### config.mk
export PLATFORM = sky130hd
export DESIGN_NAME = rfps_core
export DESIGN_NICKNAME = d
export VERILOG_FILES = /design/src/rtl/rfps_pkg.sv /design/src/rtl/rfps_core.sv
export VERILOG_INCLUDE_DIRS = /design/src /design/src/rtl
export SDC_FILE = /design/constraint.sdc
export NUM_CORES = 1
export LEC_CHECK = 0
export BUFFER_PORTS_ARGS = -buffer_cell sky130_fd_sc_hd__clkbuf_2
export CAP_MARGIN = 10
export CORE_UTILIZATION = 51
export CTS_CLUSTER_DIAMETER = 40
export CTS_CLUSTER_SIZE = 10
export DETAILED_ROUTE_END_ITERATION = 8
export PLACE_DENSITY = 0.82
export SETUP_SLACK_MARGIN = 0.5
export SKIP_CTS_REPAIR_TIMING = 1
export SLEW_MARGIN = 5
export SYNTH_ARGS = -nofsm -noshare
export SYNTH_HDL_FRONTEND = slang
export SYNTH_SLANG_ARGS = --single-unit
### constraint.sdc
create_clock -name clk -period 2 [get_ports clk]
set_input_delay 0.4 -clock clk [delete_from_list [all_inputs] [get_ports clk]]
set_output_delay 0.4 -clock clk [all_outputs]
set_load 0.03 [all_outputs]
### src/rtl/rfps_defs.svh
// Register offset, control bit positions and reset value for the RF port switch block
`ifndef RFPS_DEFS_SVH
`define RFPS_DEFS_SVH
`define RFPS_CTRL_B_ADDR     6'h07
`define RFPS_PORT_MODE_BIT   12
`define RFPS_INVERT_BIT      13
`define RFPS_BIAS_EN_BIT     14
`define RFPS_CTRL_B_RESET    16'h0000
`endif

### src/rtl/rfps_pkg.sv
// Types shared by the RF port switch block
package rfps_pkg;
	typedef enum logic [2:0] {
		RFPS_IDLE,
		RFPS_LOWPWR,
		RFPS_CCA,
		RFPS_RX,
		RFPS_TX
	} rfps_radio_state_type;

	typedef struct packed {
		logic port_mode_select;
		logic bias_out_invert;
		logic bias_out_enable;
	} rfps_ctrl_type;

	typedef struct packed {
		logic rx_switch_en;
		logic lna_en;
		logic single_pa_en;
		logic dual_pa_en;
	} rfps_path_type;
endpackage

### src/rtl/rfps_core.sv
// RF port mode, receive switch, PA gating and switched bias output control
// Contract
// Bit 12: 0 dual-port default, 1 single-port
// Bit 14 enables bias output, else tri-stated
// Bit 13 inverts only in dual-port mode
// Single-port receive: switch to LNA, PA off
// Single-port transmit: switch open, PA on
// Single-port enabled bias: high TX, low RX
// Bias high only during CCA, RX, TX
// Dual-port: RF pair receive, separate PA transmits
// Dual-port bias follows transmit versus receive state
// Dual-port: TX high, RX low, invert swaps
// Enabled bias driven low when idle
`timescale 1ns/1ns
`include "rfps_defs.svh"
module rfps_core (
	input  wire logic                          clk,
	input  wire logic                          rst,
	input  wire logic                          reg_wr,
	input  wire logic [5:0]                    reg_addr,
	input  wire logic [15:0]                   reg_wdata,
	output logic      [15:0]                   reg_rdata,
	input  wire rfps_pkg::rfps_radio_state_type radio_state,
	output rfps_pkg::rfps_path_type            path_ctl,
	output logic                               switch_bias_output,
	output logic                               switch_bias_oe
);
	import rfps_pkg::*;

	logic [15:0]   ctrl_b_ff;
	logic [15:0]   reg_rdata_ff;
	rfps_path_type path_ff;
	logic          bias_ff;
	logic          bias_oe_ff;

	wire           sel_ctrl_b = (reg_addr == `RFPS_CTRL_B_ADDR);
	wire           wr_ctrl_b  = reg_wr && sel_ctrl_b;
	// Bits outside the three control fields are kept so software reads back its word
	wire [15:0]    nxt_ctrl_b = wr_ctrl_b ? reg_wdata : ctrl_b_ff;
	rfps_ctrl_type ctrl;
	assign ctrl.port_mode_select = ctrl_b_ff[`RFPS_PORT_MODE_BIT];
	assign ctrl.bias_out_invert  = ctrl_b_ff[`RFPS_INVERT_BIT];
	assign ctrl.bias_out_enable  = ctrl_b_ff[`RFPS_BIAS_EN_BIT];

	wire is_tx     = (radio_state == RFPS_TX);
	wire is_rx     = (radio_state == RFPS_RX) || (radio_state == RFPS_CCA);
	wire seq_active = is_tx || is_rx;

	// Single-port ignores invert; dual-port polarity follows invert
	wire bias_active_lvl = ctrl.port_mode_select ? is_tx : (is_tx ^ ctrl.bias_out_invert);
	// Low outside sequences so an external switch never floats while bias is enabled
	wire nxt_bias    = seq_active && bias_active_lvl;
	wire nxt_bias_oe = ctrl.bias_out_enable;

	// Dual-port keeps the receive switch closed; transmit leaves by the separate PA
	rfps_path_type nxt_path;
	assign nxt_path.rx_switch_en = ctrl.port_mode_select ? is_rx : 1'h1;
	assign nxt_path.lna_en       = is_rx;
	assign nxt_path.single_pa_en = ctrl.port_mode_select && is_tx;
	assign nxt_path.dual_pa_en   = !ctrl.port_mode_select && is_tx;

	wire [15:0] nxt_rdata = sel_ctrl_b ? ctrl_b_ff : 16'h0000;

	always_ff @(posedge clk or posedge rst) begin
		if (rst) begin
			ctrl_b_ff <= `RFPS_CTRL_B_RESET;
		end else begin
			ctrl_b_ff <= nxt_ctrl_b;
		end
	end

	always_ff @(posedge clk or posedge rst) begin
		if (rst) begin
			path_ff <= '0;
		end else begin
			path_ff <= nxt_path;
		end
	end

	always_ff @(posedge clk or posedge rst) begin
		if (rst) begin
			bias_ff <= 1'h0;
		end else begin
			bias_ff <= nxt_bias;
		end
	end

	always_ff @(posedge clk or posedge rst) begin
		if (rst) begin
			bias_oe_ff <= 1'h0;
		end else begin
			bias_oe_ff <= nxt_bias_oe;
		end
	end

	always_ff @(posedge clk or posedge rst) begin
		if (rst) begin
			reg_rdata_ff <= 16'h0000;
		end else begin
			reg_rdata_ff <= nxt_rdata;
		end
	end

	assign path_ctl           = path_ff;
	assign switch_bias_output = bias_ff;
	assign switch_bias_oe     = bias_oe_ff;
	assign reg_rdata          = reg_rdata_ff;

	// First edge after reset still shows reset outputs, so output checks skip it except chk_bias_tristate, chk_bias_idle_low and chk_reset_outputs
	chk_bias_tristate: assert property (@(posedge clk) disable iff (rst)
		!$past(ctrl.bias_out_enable)
		|-> !switch_bias_oe)
		else $error("bias output driven while disabled");

	chk_bias_driven: assert property (@(posedge clk) disable iff (rst)
		!$past(rst) && $past(ctrl.bias_out_enable)
		|-> switch_bias_oe)
		else $error("bias output not driven while enabled");

	chk_bias_idle_low: assert property (@(posedge clk) disable iff (rst)
		!$past(seq_active)
		|-> !switch_bias_output)
		else $error("bias high outside a sequence");

	chk_idle_drive_low: assert property (@(posedge clk) disable iff (rst)
		!$past(rst) && $past(ctrl.bias_out_enable && !seq_active)
		|-> switch_bias_oe && !switch_bias_output)
		else $error("enabled bias not driven low when idle");

	chk_single_tx_high: assert property (@(posedge clk) disable iff (rst)
		!$past(rst) && $past(ctrl.port_mode_select && is_tx)
		|-> switch_bias_output)
		else $error("single-port bias not high in transmit");

	chk_single_rx_low: assert property (@(posedge clk) disable iff (rst)
		!$past(rst) && $past(ctrl.port_mode_select && is_rx)
		|-> !switch_bias_output)
		else $error("single-port bias not low in receive");

	chk_invert_ignored: assert property (@(posedge clk) disable iff (rst)
		!$past(rst) && $past(ctrl.port_mode_select)
		|-> switch_bias_output == $past(is_tx))
		else $error("invert bit acted in single-port mode");

	chk_dual_polarity: assert property (@(posedge clk) disable iff (rst)
		!$past(rst) && $past(!ctrl.port_mode_select && seq_active)
		|-> switch_bias_output == ($past(is_tx) ^ $past(ctrl.bias_out_invert)))
		else $error("dual-port bias polarity wrong");

	chk_dual_rx_level: assert property (@(posedge clk) disable iff (rst)
		!$past(rst) && $past(!ctrl.port_mode_select && is_rx)
		|-> switch_bias_output == $past(ctrl.bias_out_invert))
		else $error("dual-port receive bias level wrong");

	chk_single_rx_path: assert property (@(posedge clk) disable iff (rst)
		!$past(rst) && $past(ctrl.port_mode_select && is_rx)
		|-> path_ctl.rx_switch_en && path_ctl.lna_en && !path_ctl.single_pa_en)
		else $error("single-port receive path wrong");

	chk_single_tx_path: assert property (@(posedge clk) disable iff (rst)
		!$past(rst) && $past(ctrl.port_mode_select && is_tx)
		|-> !path_ctl.rx_switch_en && !path_ctl.lna_en && path_ctl.single_pa_en)
		else $error("single-port transmit path wrong");

	chk_dual_path: assert property (@(posedge clk) disable iff (rst)
		!$past(rst) && $past(!ctrl.port_mode_select)
		|-> path_ctl.rx_switch_en && !path_ctl.single_pa_en && path_ctl.dual_pa_en == $past(is_tx))
		else $error("dual-port path wrong");

	chk_pa_only_tx: assert property (@(posedge clk) disable iff (rst)
		!$past(rst) && !$past(is_tx)
		|-> !path_ctl.single_pa_en && !path_ctl.dual_pa_en)
		else $error("transmit amplifier on outside transmit");

	chk_lna_follows_rx: assert property (@(posedge clk) disable iff (rst)
		!$past(rst)
		|-> path_ctl.lna_en == $past(is_rx))
		else $error("LNA enable does not follow receive");

	chk_cca_receive: assert property (@(posedge clk) disable iff (rst)
		!$past(rst) && $past(radio_state == RFPS_CCA)
		|-> path_ctl.lna_en && !path_ctl.single_pa_en && !path_ctl.dual_pa_en)
		else $error("channel assessment not on receive path");

	chk_dual_toggle: assert property (@(posedge clk) disable iff (rst)
		!$past(rst) && $past(!ctrl.port_mode_select && ctrl.bias_out_enable && is_tx) ##1
		!$past(rst) && $past(!ctrl.port_mode_select && is_rx)
		&& $past(ctrl.bias_out_invert) == $past(ctrl.bias_out_invert, 2)
		|-> $changed(switch_bias_output))
		else $error("dual-port bias did not follow direction");

	chk_mode_default: assert property (@(posedge clk)
		$fell(rst)
		|-> !ctrl.port_mode_select && !ctrl.bias_out_enable && !ctrl.bias_out_invert)
		else $error("control bits not reset");

	chk_reset_outputs: assert property (@(posedge clk)
		$fell(rst)
		|-> !switch_bias_oe && !switch_bias_output && path_ctl == '0 && reg_rdata == 16'h0000)
		else $error("outputs not low after reset");

	chk_reg_write: assert property (@(posedge clk) disable iff (rst)
		!$past(rst) && $past(wr_ctrl_b)
		|-> ctrl_b_ff == $past(reg_wdata))
		else $error("control word write lost");

	chk_reg_hold: assert property (@(posedge clk) disable iff (rst)
		!$past(rst) && !$past(wr_ctrl_b)
		|-> ctrl_b_ff == $past(ctrl_b_ff))
		else $error("control word changed without a write");

	chk_reg_readback: assert property (@(posedge clk) disable iff (rst)
		!$past(rst) && $past(sel_ctrl_b)
		|-> reg_rdata == $past(ctrl_b_ff))
		else $error("control word read back wrong");

	chk_reg_unmapped: assert property (@(posedge clk) disable iff (rst)
		!$past(rst) && !$past(sel_ctrl_b)
		|-> reg_rdata == 16'h0000)
		else $error("unmapped address read not zero");
endmodule

-- Word level (Yosys, flattened, before mapping)
Cells that the tools add are included.
- register bits: 38
- input port bits: 28
- equality and inequality tests: 4
- muxes and demuxes: 3
- bitwise gates (word level): 1
- reductions and logical operators: 7
- operators with widths (cell ; number):
    $mux 16 ; 1
    $eq 3x2->1 const B ; 2
    $eq 6x3->1 const B ; 1
    $logic_and 1x1->1 ; 4
    $eq 3x3->1 const B ; 1
    $logic_or 1x1->1 ; 2
    $mux 1 ; 2
    $logic_not 1->1 ; 1
    $xor 1x1->1 ; 1

-- Logic depth before layout (Yosys ltp)
Gate-level depths: netlist of run 1.
- depth in word-level cells: 4
- depth in mapped cells: 4
- mapped depth without buffers: 3

-- Worst setup path before layout of run 1
OpenSTA, ideal clock, no wires.
- path kind: input port to flip-flop
- start point: input port reg_addr[4]
- end point: register ctrl_b_ff[10]
- setup time: 127 ps
- arrival: 1312 ps
- required time: 1873 ps
- slack: 561 ps
- cell stages on the path: 4
- path buffers: 1
- path through: nand4bb_4 -> nor2_8 -> buf_6 -> mux2_1
- cells in the longest elaborated chain, start to end: 2
- RTL lines (item ; line ; RTL):
    from (decl) ; rfps_core.sv:20 ; input wire logic [5:0] reg_addr,
    $eq 6x3->1 (no source line) ; -- ;
    $logic_and 1x1->1 ; rfps_core.sv:37 ; wire wr_ctrl_b = reg_wr && sel_ctrl_b;
    to (signal assigned) ; rfps_core.sv:66 ; ctrl_b_ff <= `RFPS_CTRL_B_RESET;
    to (signal assigned) ; rfps_core.sv:68 ; ctrl_b_ff <= nxt_ctrl_b;
    to (decl) ; rfps_core.sv:30 ; logic [15:0] ctrl_b_ff;
Every way passes these cells.
A chain may end at the register's enable or synchronous reset.

-- Worst setup path in the final report of run 1
- start point: register reg_rdata_ff[5], in the netlist reg_rdata[5]
- end point: output port reg_rdata[5]
- RTL lines (item ; line ; RTL):
    from (decl) ; rfps_core.sv:31 ; logic [15:0] reg_rdata_ff;
    from (signal assigned) ; rfps_core.sv:100 ; reg_rdata_ff <= nxt_rdata;
    to (decl) ; rfps_core.sv:22 ; output logic [15:0] reg_rdata,
No word-level cell between the ends.

==> results.json, run 1 <==
{
  "worstMarginPinSlew_ns": 0.487,
  "synthArstFlopShare_pct": 100,
  "fillCellCount": 197,
  "dieArea_um2": 2920,
  "antenna_found_initial": 0,
  "drtIter0Drc": 3,
  "clock_latency_ns": 0.32,
  "slew_headroom_pct": 67.5,
  "clk_path_buf_depth": 2,
  "layout-drive-gt1-share_pct": 44.0,
  "setup_violations": 0,
  "path_cells": "clkbuf_2",
  "areaGrowthSynthToFinish_pct": 22.6,
  "worst_ep_required_time_ns": 1.60,
  "start_util_pct": 54.8,
  "clk_pin_slew_ns": 0.10,
  "core_um2": 2520,
  "min_path_type": "in2async",
  "grt_overflow_total": 0,
  "startpoint": "reg_rdata[5]",
  "grtUsageTotal_pct": 17.6,
  "fp.dieW_um": 54.1,
  "cp_top_family": "flip-flops",
  "critPathArrivalTime_ns": 0.88,
  "slowest_delay_ns": 0.38,
  "avgSynthCellArea_um2": 16.1,
  "finalMaxSlewViolations": 0,
  "cap_violations": 0,
  "synth_compound_area_share_pct": 0,
  "ys_types": 15,
  "synth_adder_area_share_pct": 0,
  "finalNetCount": 169,
  "worstSetupStartpointType": "flop",
  "critPathKind": "reg2out",
  "fmax_mhz": 782,
  "yosysMostFrequentCell": "dfrtp_1",
  "num_io_pins": 50,
  "stdcell_count": 171,
  "dp.cells": 164,
  "rr_startpoint": "ctrl_b_ff[12]",
  "avgRoutedWirePerCell_um": 11.7,
  "cts-root-buf": "clkbuf_4",
  "grt_max_degree": 39,
  "fin_crit_sh_pct": 63.9,
  "power_leakage_nw": 0.975,
  "netlist_area_um2": 1380,
  "ant_nets": 0,
  "die_y_um": 54.1,
  "synthTopCellsByArea": "dfrtp_1 (69%), mux2_1 (11%), and2_1 (7.2%), mux2_2 (2.4%), nand4bb_4 (2.0%)",
  "finalSetupTns_ns": 0,
  "fin_crit_ns": 1.28,
  "synth_flop_cell": "dfrtp_1",
  "numCtsBuffers": 5,
  "hpwl_um": 1510,
  "grt_pass1_wl_um": 3310,
  "grt_pass1_vias": 756,
  "r2r_slack_ns": 1.17,
  "syn_inst": 86,
  "seq_area_frac_synth_pct": 68.8,
  "reg2reg_depth": 1,
  "met1_length_um": 791,
  "grt_setup_unrepaired": "false",
  "cp-end-kind": "output pin",
  "crit_fanout": 1,
  "cts_tree": "yes",
  "synth_common_cells": "dfrtp_1 (38), and2_1 (16), mux2_1 (13)",
  "clock-sinks": 38,
  "num_vias": 817,
  "wl_met2_um": 1060,
  "reg2reg_to": "ctrl_b_ff[12]",
  "cpMaxStageDelayCell": "dfrtp_1",
  "portBuffers": 49,
  "topRoutingLayerUsed": "met4",
  "drt_pass1_iterations": 2,
  "path_buf_inv": 1,
  "synthXorXnorAreaFrac_pct": 0,
  "via_per_inst": 4.78,
  "synth_edf_count": 0,
  "power.density_nw_per_um2": 770,
  "synth_seq_cells": 38,
  "netlist.area_leader.share_pct": 68.8,
  "drt-total-wl_um": 2010,
  "wl_met3_um": 133,
  "antenna_cells": 0,
  "crit_path_end": "reg_rdata[5]",
  "irDropWorstVdd_v": 0.000668,
  "synth_top_family_by_area": "simple AND/OR/NAND/NOR gates",
  "status": "complete, no violations",
  "yosys.area_share.simple_pct": 15.3,
  "drc": 0,
  "skew_ns": 0.00366,
  "gp_congestion": 0.658,
  "hold_violations": 0,
  "mappedNetlistNets": 114,
  "synth_area_leader_cell": "dfrtp_1",
  "cp.depth": 1,
  "rows": 18,
  "yosys_warnings": 0,
  "h-tree-depth": 2,
  "synthMuxAreaShare_pct": 13.8
}
==> kinds of logic (layout without fill, tap and decap cells) <==
logic type / after synthesis / after routing
buffers and inverters: 4 / 59
DFF: 38 / 38
muxes: 17 / 17
and+or+nand+nor: 27 / 27
==> power by group <==
| part | switching, mW | total [mW] | leakage (nW) | internal (mW) |
|---|---|---|---|---|
| registers | 0.0229 | 0.843 | 0.513 | 0.820 |
| clock network | 0.206 | 0.338 | 0.0254 | 0.133 |
| logic | 0.0647 | 0.125 | 0.438 | 0.0603 |
==> registers in the layout (all words and copies together) (netlist names) <==
signal,cells
ctrl_b_ff,16
reg_rdata,16
path_ctl,4
switch_bias_oe,1
switch_bias_output,1
==> worst min path at each step <==
stage	startpoint	end	depth (start not counted)
final	rst	reg_rdata[12]	3
after global routing	rst	reg_rdata[15]	3
after CTS	rst	reg_rdata[12]	3
after detailed placement	ctrl_b_ff[14]	switch_bias_oe	0
after global placement	ctrl_b_ff[14]	switch_bias_oe	0
after floorplan	ctrl_b_ff[14]	switch_bias_oe	0
==> per-stage QoR <==
step	power, mW	hold WS [ns]	cell area (um^2)	setup slack (ns)	util, %
final	1.31	0.140	1700	0.721	67.2
after global routing	1.39	0.180	1700	0.640	67.2
after CTS	1.32	0.149	1700	0.697	67.2
after detailed placement	0.987	0.379	1650	0.413	65.4
after global placement	0.979	0.372	1650	0.462	65.4
after floorplan	0.931	0.360	1380	0.561	-
==> area by class of cell <==
type / instances / area [um^2] / area share, %
multi-input cells: 44 / 402 / 23.7
flip-flops and latches: 38 / 951 / 56.1
well taps: 30 / 37.5 / 2.21
inverters: 2 / 7.51 / 0.443
clock buffers: 7 / 45.0 / 2.66
repair buffers: 50 / 253 / 14.9
==> per-layer routing <==
metal  vias up  track usage, %
met2        34            28.0
met3         2            9.32
met1       389            19.4
li1        392               -
met5         -               0
met4         0            7.69
==> placed cells by master, fill, tap and decap left out, drive strengths merged <==
master   Yosys  final
clkbuf       0     56
dfrtp       38     38
and2        16     16
mux2        16     16
nor2         3      3
nand2b       2      2
inv          2      2
nand2        2      2
nand4bb      1      1
nand3b       1      1
nor3b        1      1
mux2i        1      1
and3         1      1
buf          2      1
No activity file was read; power rests on OpenSTA's default activity.
==> inputs of run 2 (changes only) <==
- ABC_AREA: default -> 1
- CORE_UTILIZATION: 51 -> 48
- PLACE_DENSITY: 0.82 -> 0.77
- clock period: 2 -> 1.2 ns (I/O delays scaled with it)
==> results.json, run 2 <==
{
  "p_comb_share_pct": 15.9,
  "fin_util_pct": 78.5,
  "path_cells": "buf_6",
  "synth_common_cells": "dfrtp_1 (38), nand2_1 (36), inv_1 (21)",
  "num_vias": 1232,
  "synthArstFlopShare_pct": 100,
  "ys_types": 14,
  "syn_inst": 144,
  "reg2reg_to": "switch_bias_output",
  "synthTopCellsByArea": "dfrtp_1 (65%), nand2_1 (9.2%), nand4_1 (6.8%), inv_1 (5.4%), nor2_1 (4.9%)",
  "dieArea_um2": 3280,
  "slowest_delay_ns": 0.42,
  "netlist_area_um2": 1470,
  "gp_congestion": 0.793,
  "via_per_inst": 5.13,
  "synth_flop_cell": "dfrtp_1",
  "r2r_slack_ns": 0.35,
  "drt-total-wl_um": 3330,
  "slew_headroom_pct": 77.3,
  "grt_pass1_vias": 989,
  "hpwl_um": 1850,
  "cap_violations": 0,
  "clock-sinks": 38,
  "final_cell_mix": "nand2_1 (27), buf_6 (27), clkbuf_2 (25)",
  "skew_ns": 0.00956,
  "holdWs_ns": -0.142,
  "critPathArrivalTime_ns": 0.90,
  "clkPwrFrac_pct": 27.1,
  "rows": 19,
  "clk_pin_slew_ns": 0.11,
  "cts-root-buf": "clkbuf_4",
  "power.density_nw_per_um2": 1120,
  "p_sw_share_pct": 27.0,
  "synth_area_leader_cell": "dfrtp_1",
  "grt_setup_unrepaired": "true",
  "mappedNetlistNets": 172,
  "drt_pass1_iterations": 6,
  "hold_violations": 14,
  "yosysMostFrequentCell": "dfrtp_1",
  "h-tree-depth": 2,
  "rr_startpoint": "ctrl_b_ff[12]",
  "crit_fanout": 1,
  "areaGrowthSynthToFinish_pct": 51.5,
  "grt_pass1_wl_um": 4030,
  "path_buf_inv": 1,
  "reg2reg_depth": 5,
  "violations": "DRC, hold timing",
  "finalSetupTns_ns": 0,
  "fp.dieW_um": 57.3,
  "cp-end-kind": "output pin",
  "fin_crit_ns": 1.14,
  "cts_tree": "yes",
  "power_leakage_nw": 1.10,
  "layout-drive-gt1-share_pct": 58.4,
  "core_um2": 2830,
  "yosys_warnings": 0,
  "drc": 4,
  "clk_path_buf_depth": 2,
  "ant_nets": 0,
  "clock_latency_ns": 0.34,
  "fin_crit_sh_pct": 94.7,
  "p_sw_mw": 0.674,
  "num_io_pins": 50,
  "synth_seq_cells": 38,
  "start_util_pct": 51.8,
  "cp_top_family": "flip-flops",
  "finalNetCount": 236,
  "worstSetupStartpointType": "flop",
  "antenna_found_initial": 0,
  "p_int_mw": 1.83,
  "grt_overflow_total": 0,
  "drtIter0Drc": 53,
  "irDropWorstVdd_v": 0.000780,
  "numCtsBuffers": 5,
  "avgSynthCellArea_um2": 10.2,
  "antenna_cells": 0,
  "avgRoutedWirePerCell_um": 13.9,
  "worst_ep_required_time_ns": 0.96,
  "finalMaxSlewViolations": 0,
  "critPathKind": "reg2out",
  "status": "finished with violations",
  "grtUsageTotal_pct": 16.5,
  "grt_max_degree": 25,
  "setup_violations": 0,
  "fmax_mhz": 880,
  "synth_edf_count": 0,
  "worstMarginPinSlew_ns": 0.340,
  "seqPwrFrac_pct": 56.9,
  "seq_area_frac_synth_pct": 64.8,
  "die_y_um": 57.3,
  "cpMaxStageDelayCell": "dfrtp_2",
  "portBuffers": 49,
  "min_path_type": "in2async",
  "netlist.area_leader.share_pct": 64.8
}
[run 2: cell types whose count changed in the layout (fill, tap and decap cells not counted), sizes merged, moves of 2 or more]
cell / delta
nand2: +38
nand4: +16
and2: -16
nand3: +2
buf: +35
inv: +18
mux2: -16
clkbuf: -24
o21ai: +2
nor2: +18
nand2b: -2
[run 2: how the worst max path moves through the flow]
stage	cells after the start	slack, ns	end	from
after CTS	1	0.03	reg_rdata[2]	reg_rdata[2]
after global routing	1	0.04	reg_rdata[11]	reg_rdata[11]
after floorplan	7	0.25	ctrl_b_ff[12]	reg_addr[3]
final	1	0.06	reg_rdata[14]	reg_rdata[14]
after global placement	7	0.06	ctrl_b_ff[5]	reg_addr[3]
after detailed placement	7	0.02	ctrl_b_ff[0]	reg_addr[3]
[run 2: cell type report]
cell class	instances	area, um^2
Fill cell	177	607
Sequential cell	38	978
Inverter	21	98.8
Timing Repair Buffer	61	544
Clock buffer	7	55.1
Tap cell	31	38.8
Multi-Input combinational cell	81	502
Clock inverter	1	5.00
[run 2: logic make-up after synthesis]
kind of cell	Yosys count	share of synthesized area [%]
AND/OR/NAND/NOR	77	25.9
flip-flops	38	64.8
buffers and inverters	27	8.62
AO/OA/AOI/OAI	2	0.683
[run 2: through the flow]
| stage | std cells | power (mW) | setup WS [ns] | cell area, um^2 |
|---|---|---|---|---|
| global placement | 224 | 1.71 | 0.0566 | 1830 |
| floorplan | 144 | 1.61 | 0.246 | 1530 |
| global route | 240 | 2.61 | 0.0393 | 2220 |
| finish | 240 | 2.50 | 0.0637 | 2220 |
| CTS | 232 | 2.37 | 0.0342 | 1890 |
| detailed placement | 224 | 1.73 | 0.0197 | 1830 |
[run 2: power by group through the flow]
stage | Sequential (mW) | Clock, mW | Combinational [mW]
2_1_floorplan | 1.46 | 0 | 0.150
3_5_place_dp | 1.44 | 0 | 0.288
3_3_place_gp | 1.44 | 0 | 0.279
4_1_cts | 1.41 | 0.672 | 0.289
5_1_grt | 1.43 | 0.739 | 0.434
6_report | 1.42 | 0.678 | 0.398
[run 2: metal layers]
layer / global-route usage [%] / up-vias / part of all wire, %
met5: 0 / - / 0
li1: - / 579 / -
met4: 6.27 / 0 / 1.2
met3: 6.12 / 6 / 5.6
met2: 28.1 / 55 / 56
met1: 19.2 / 592 / 37
==> inputs of run 3 (changes only) <==
- CORE_UTILIZATION: 48 -> 51
- CTS_BUF_LIST: default -> sky130_fd_sc_hd__clkbuf_4
- PLACE_DENSITY: 0.77 -> 0.81
==> results.json, run 3 (synthesis gave the netlist of run 2 again) <==
{
  "drtIter0Drc": 44,
  "portBuffers": 49,
  "violations": "hold timing",
  "rows": 19,
  "startpoint": "reg_rdata[9]",
  "irDropWorstVdd_v": 0.00138,
  "holdWs_ns": -0.167,
  "design_area_um2": 2180,
  "seqPwrFrac_pct": 52.9,
  "grtUsageTotal_pct": 21.2,
  "start_util_pct": 53.6,
  "critPathArrivalTime_ns": 0.91,
  "num_vias": 1253,
  "cap_violations": 0,
  "status": "finished with violations",
  "clock_latency_ns": 0.35,
  "fin_crit_ns": 1.15,
  "gp_congestion": 0.794,
  "p_int_mw": 1.98,
  "final_cell_mix": "buf_6 (30), nand2_1 (26), clkbuf_2 (25)",
  "clk_path_buf_depth": 2,
  "drt_pass1_iterations": 5,
  "cts-root-buf": "clkbuf_4",
  "areaGrowthSynthToFinish_pct": 49.0,
  "p_sw_share_pct": 26.6,
  "clkPwrFrac_pct": 32.6,
  "worstMarginPinSlew_ns": 0.338,
  "grt_overflow_total": 0,
  "r2r_slack_ns": 0.33,
  "slew_headroom_pct": 77.4,
  "clk_pin_slew_ns": 0.12,
  "fmax_mhz": 868,
  "die_y_um": 55.6,
  "drc": 0,
  "antenna_found_initial": 0,
  "cp-end-kind": "output pin",
  "worstSetupStartpointType": "flop",
  "h-tree-depth": 2,
  "rr_startpoint": "ctrl_b_ff[12]",
  "power.density_nw_per_um2": 1230,
  "hold_violations": 14,
  "path_cells": "buf_6",
  "p_sw_mw": 0.715,
  "cp_top_family": "flip-flops",
  "critPathKind": "reg2out",
  "fp.dieW_um": 55.6,
  "dieArea_um2": 3090,
  "grt_max_degree": 25,
  "min_path_type": "in2async",
  "layout_commonest_cell": "buf_6",
  "setup_violations": 0,
  "reg2reg_depth": 5,
  "p_comb_share_pct": 14.4,
  "core_um2": 2730,
  "layout_setup_ws_ns": 0.0473,
  "cts_tree": "yes",
  "cp.depth": 1,
  "finalSetupTns_ns": 0,
  "hpwl_um": 2080,
  "clock-sinks": 38,
  "fin_util_pct": 79.9,
  "finalNetCount": 235,
  "path_buf_inv": 1,
  "num_io_pins": 50,
  "drt-total-wl_um": 3420,
  "grt_pass1_vias": 1157,
  "ant_nets": 0,
  "worst_ep_required_time_ns": 0.96,
  "fin_crit_sh_pct": 96.1,
  "via_per_inst": 5.24,
  "grt_setup_unrepaired": "true",
  "dpl_worst_slack_ns": 0.00111,
  "finalMaxSlewViolations": 0,
  "skew_ns": 0.00883,
  "cpMaxStageDelayCell": "dfrtp_2",
  "crit_fanout": 1,
  "antenna_cells": 0,
  "layout-drive-gt1-share_pct": 53.8,
  "slowest_delay_ns": 0.43,
  "avgRoutedWirePerCell_um": 14.3,
  "grt_pass1_wl_um": 4930,
  "numCtsBuffers": 5,
  "power_leakage_nw": 1.11,
  "placed_cell_area_um2": 1830
}
-- run 3: final cells by class --
cell class	instances	area [um^2]
sequential	38	978
fill	165	549
timing repair buffer	61	533
multi-input combinational	80	453
inverter	21	98.8
clock inverter	3	45.0
tap	31	38.8
clock buffer	5	37.5
-- run 3: power by group through the flow --
| stage | logic, mW | clock network [mW] | registers, mW |
|---|---|---|---|
| after CTS | 0.295 | 0.889 | 1.42 |
| final | 0.388 | 0.878 | 1.43 |
| after global routing | 0.426 | 0.945 | 1.44 |
| after global placement | 0.278 | 0 | 1.44 |
| after floorplan | 0.150 | 0 | 1.46 |
| after detailed placement | 0.292 | 0 | 1.44 |
-- run 3: stage by stage --
stage	instances	total power, mW	hold WS, ns
global route	239	2.81	-0.158
global placement	225	1.71	0.211
CTS	233	2.60	-0.173
finish	239	2.69	-0.167
floorplan	144	1.61	0.205
detailed placement	225	1.73	0.217
-- run 3: worst paths after layout --
check	end
max in group asynchronous	reg_rdata[10]
min	ctrl_b_ff[5]
min in group clk	ctrl_b_ff[11]
min reg2reg	switch_bias_oe
max	reg_rdata[9]
max reg2reg	switch_bias_output
-- run 3: routing by layer --
layer | global-route usage, % | wire length [um]
met5 | 0 | 0
met3 | 7.21 | 206
met2 | 34.4 | 1870
met1 | 25.3 | 1300
met4 | 10.7 | 38
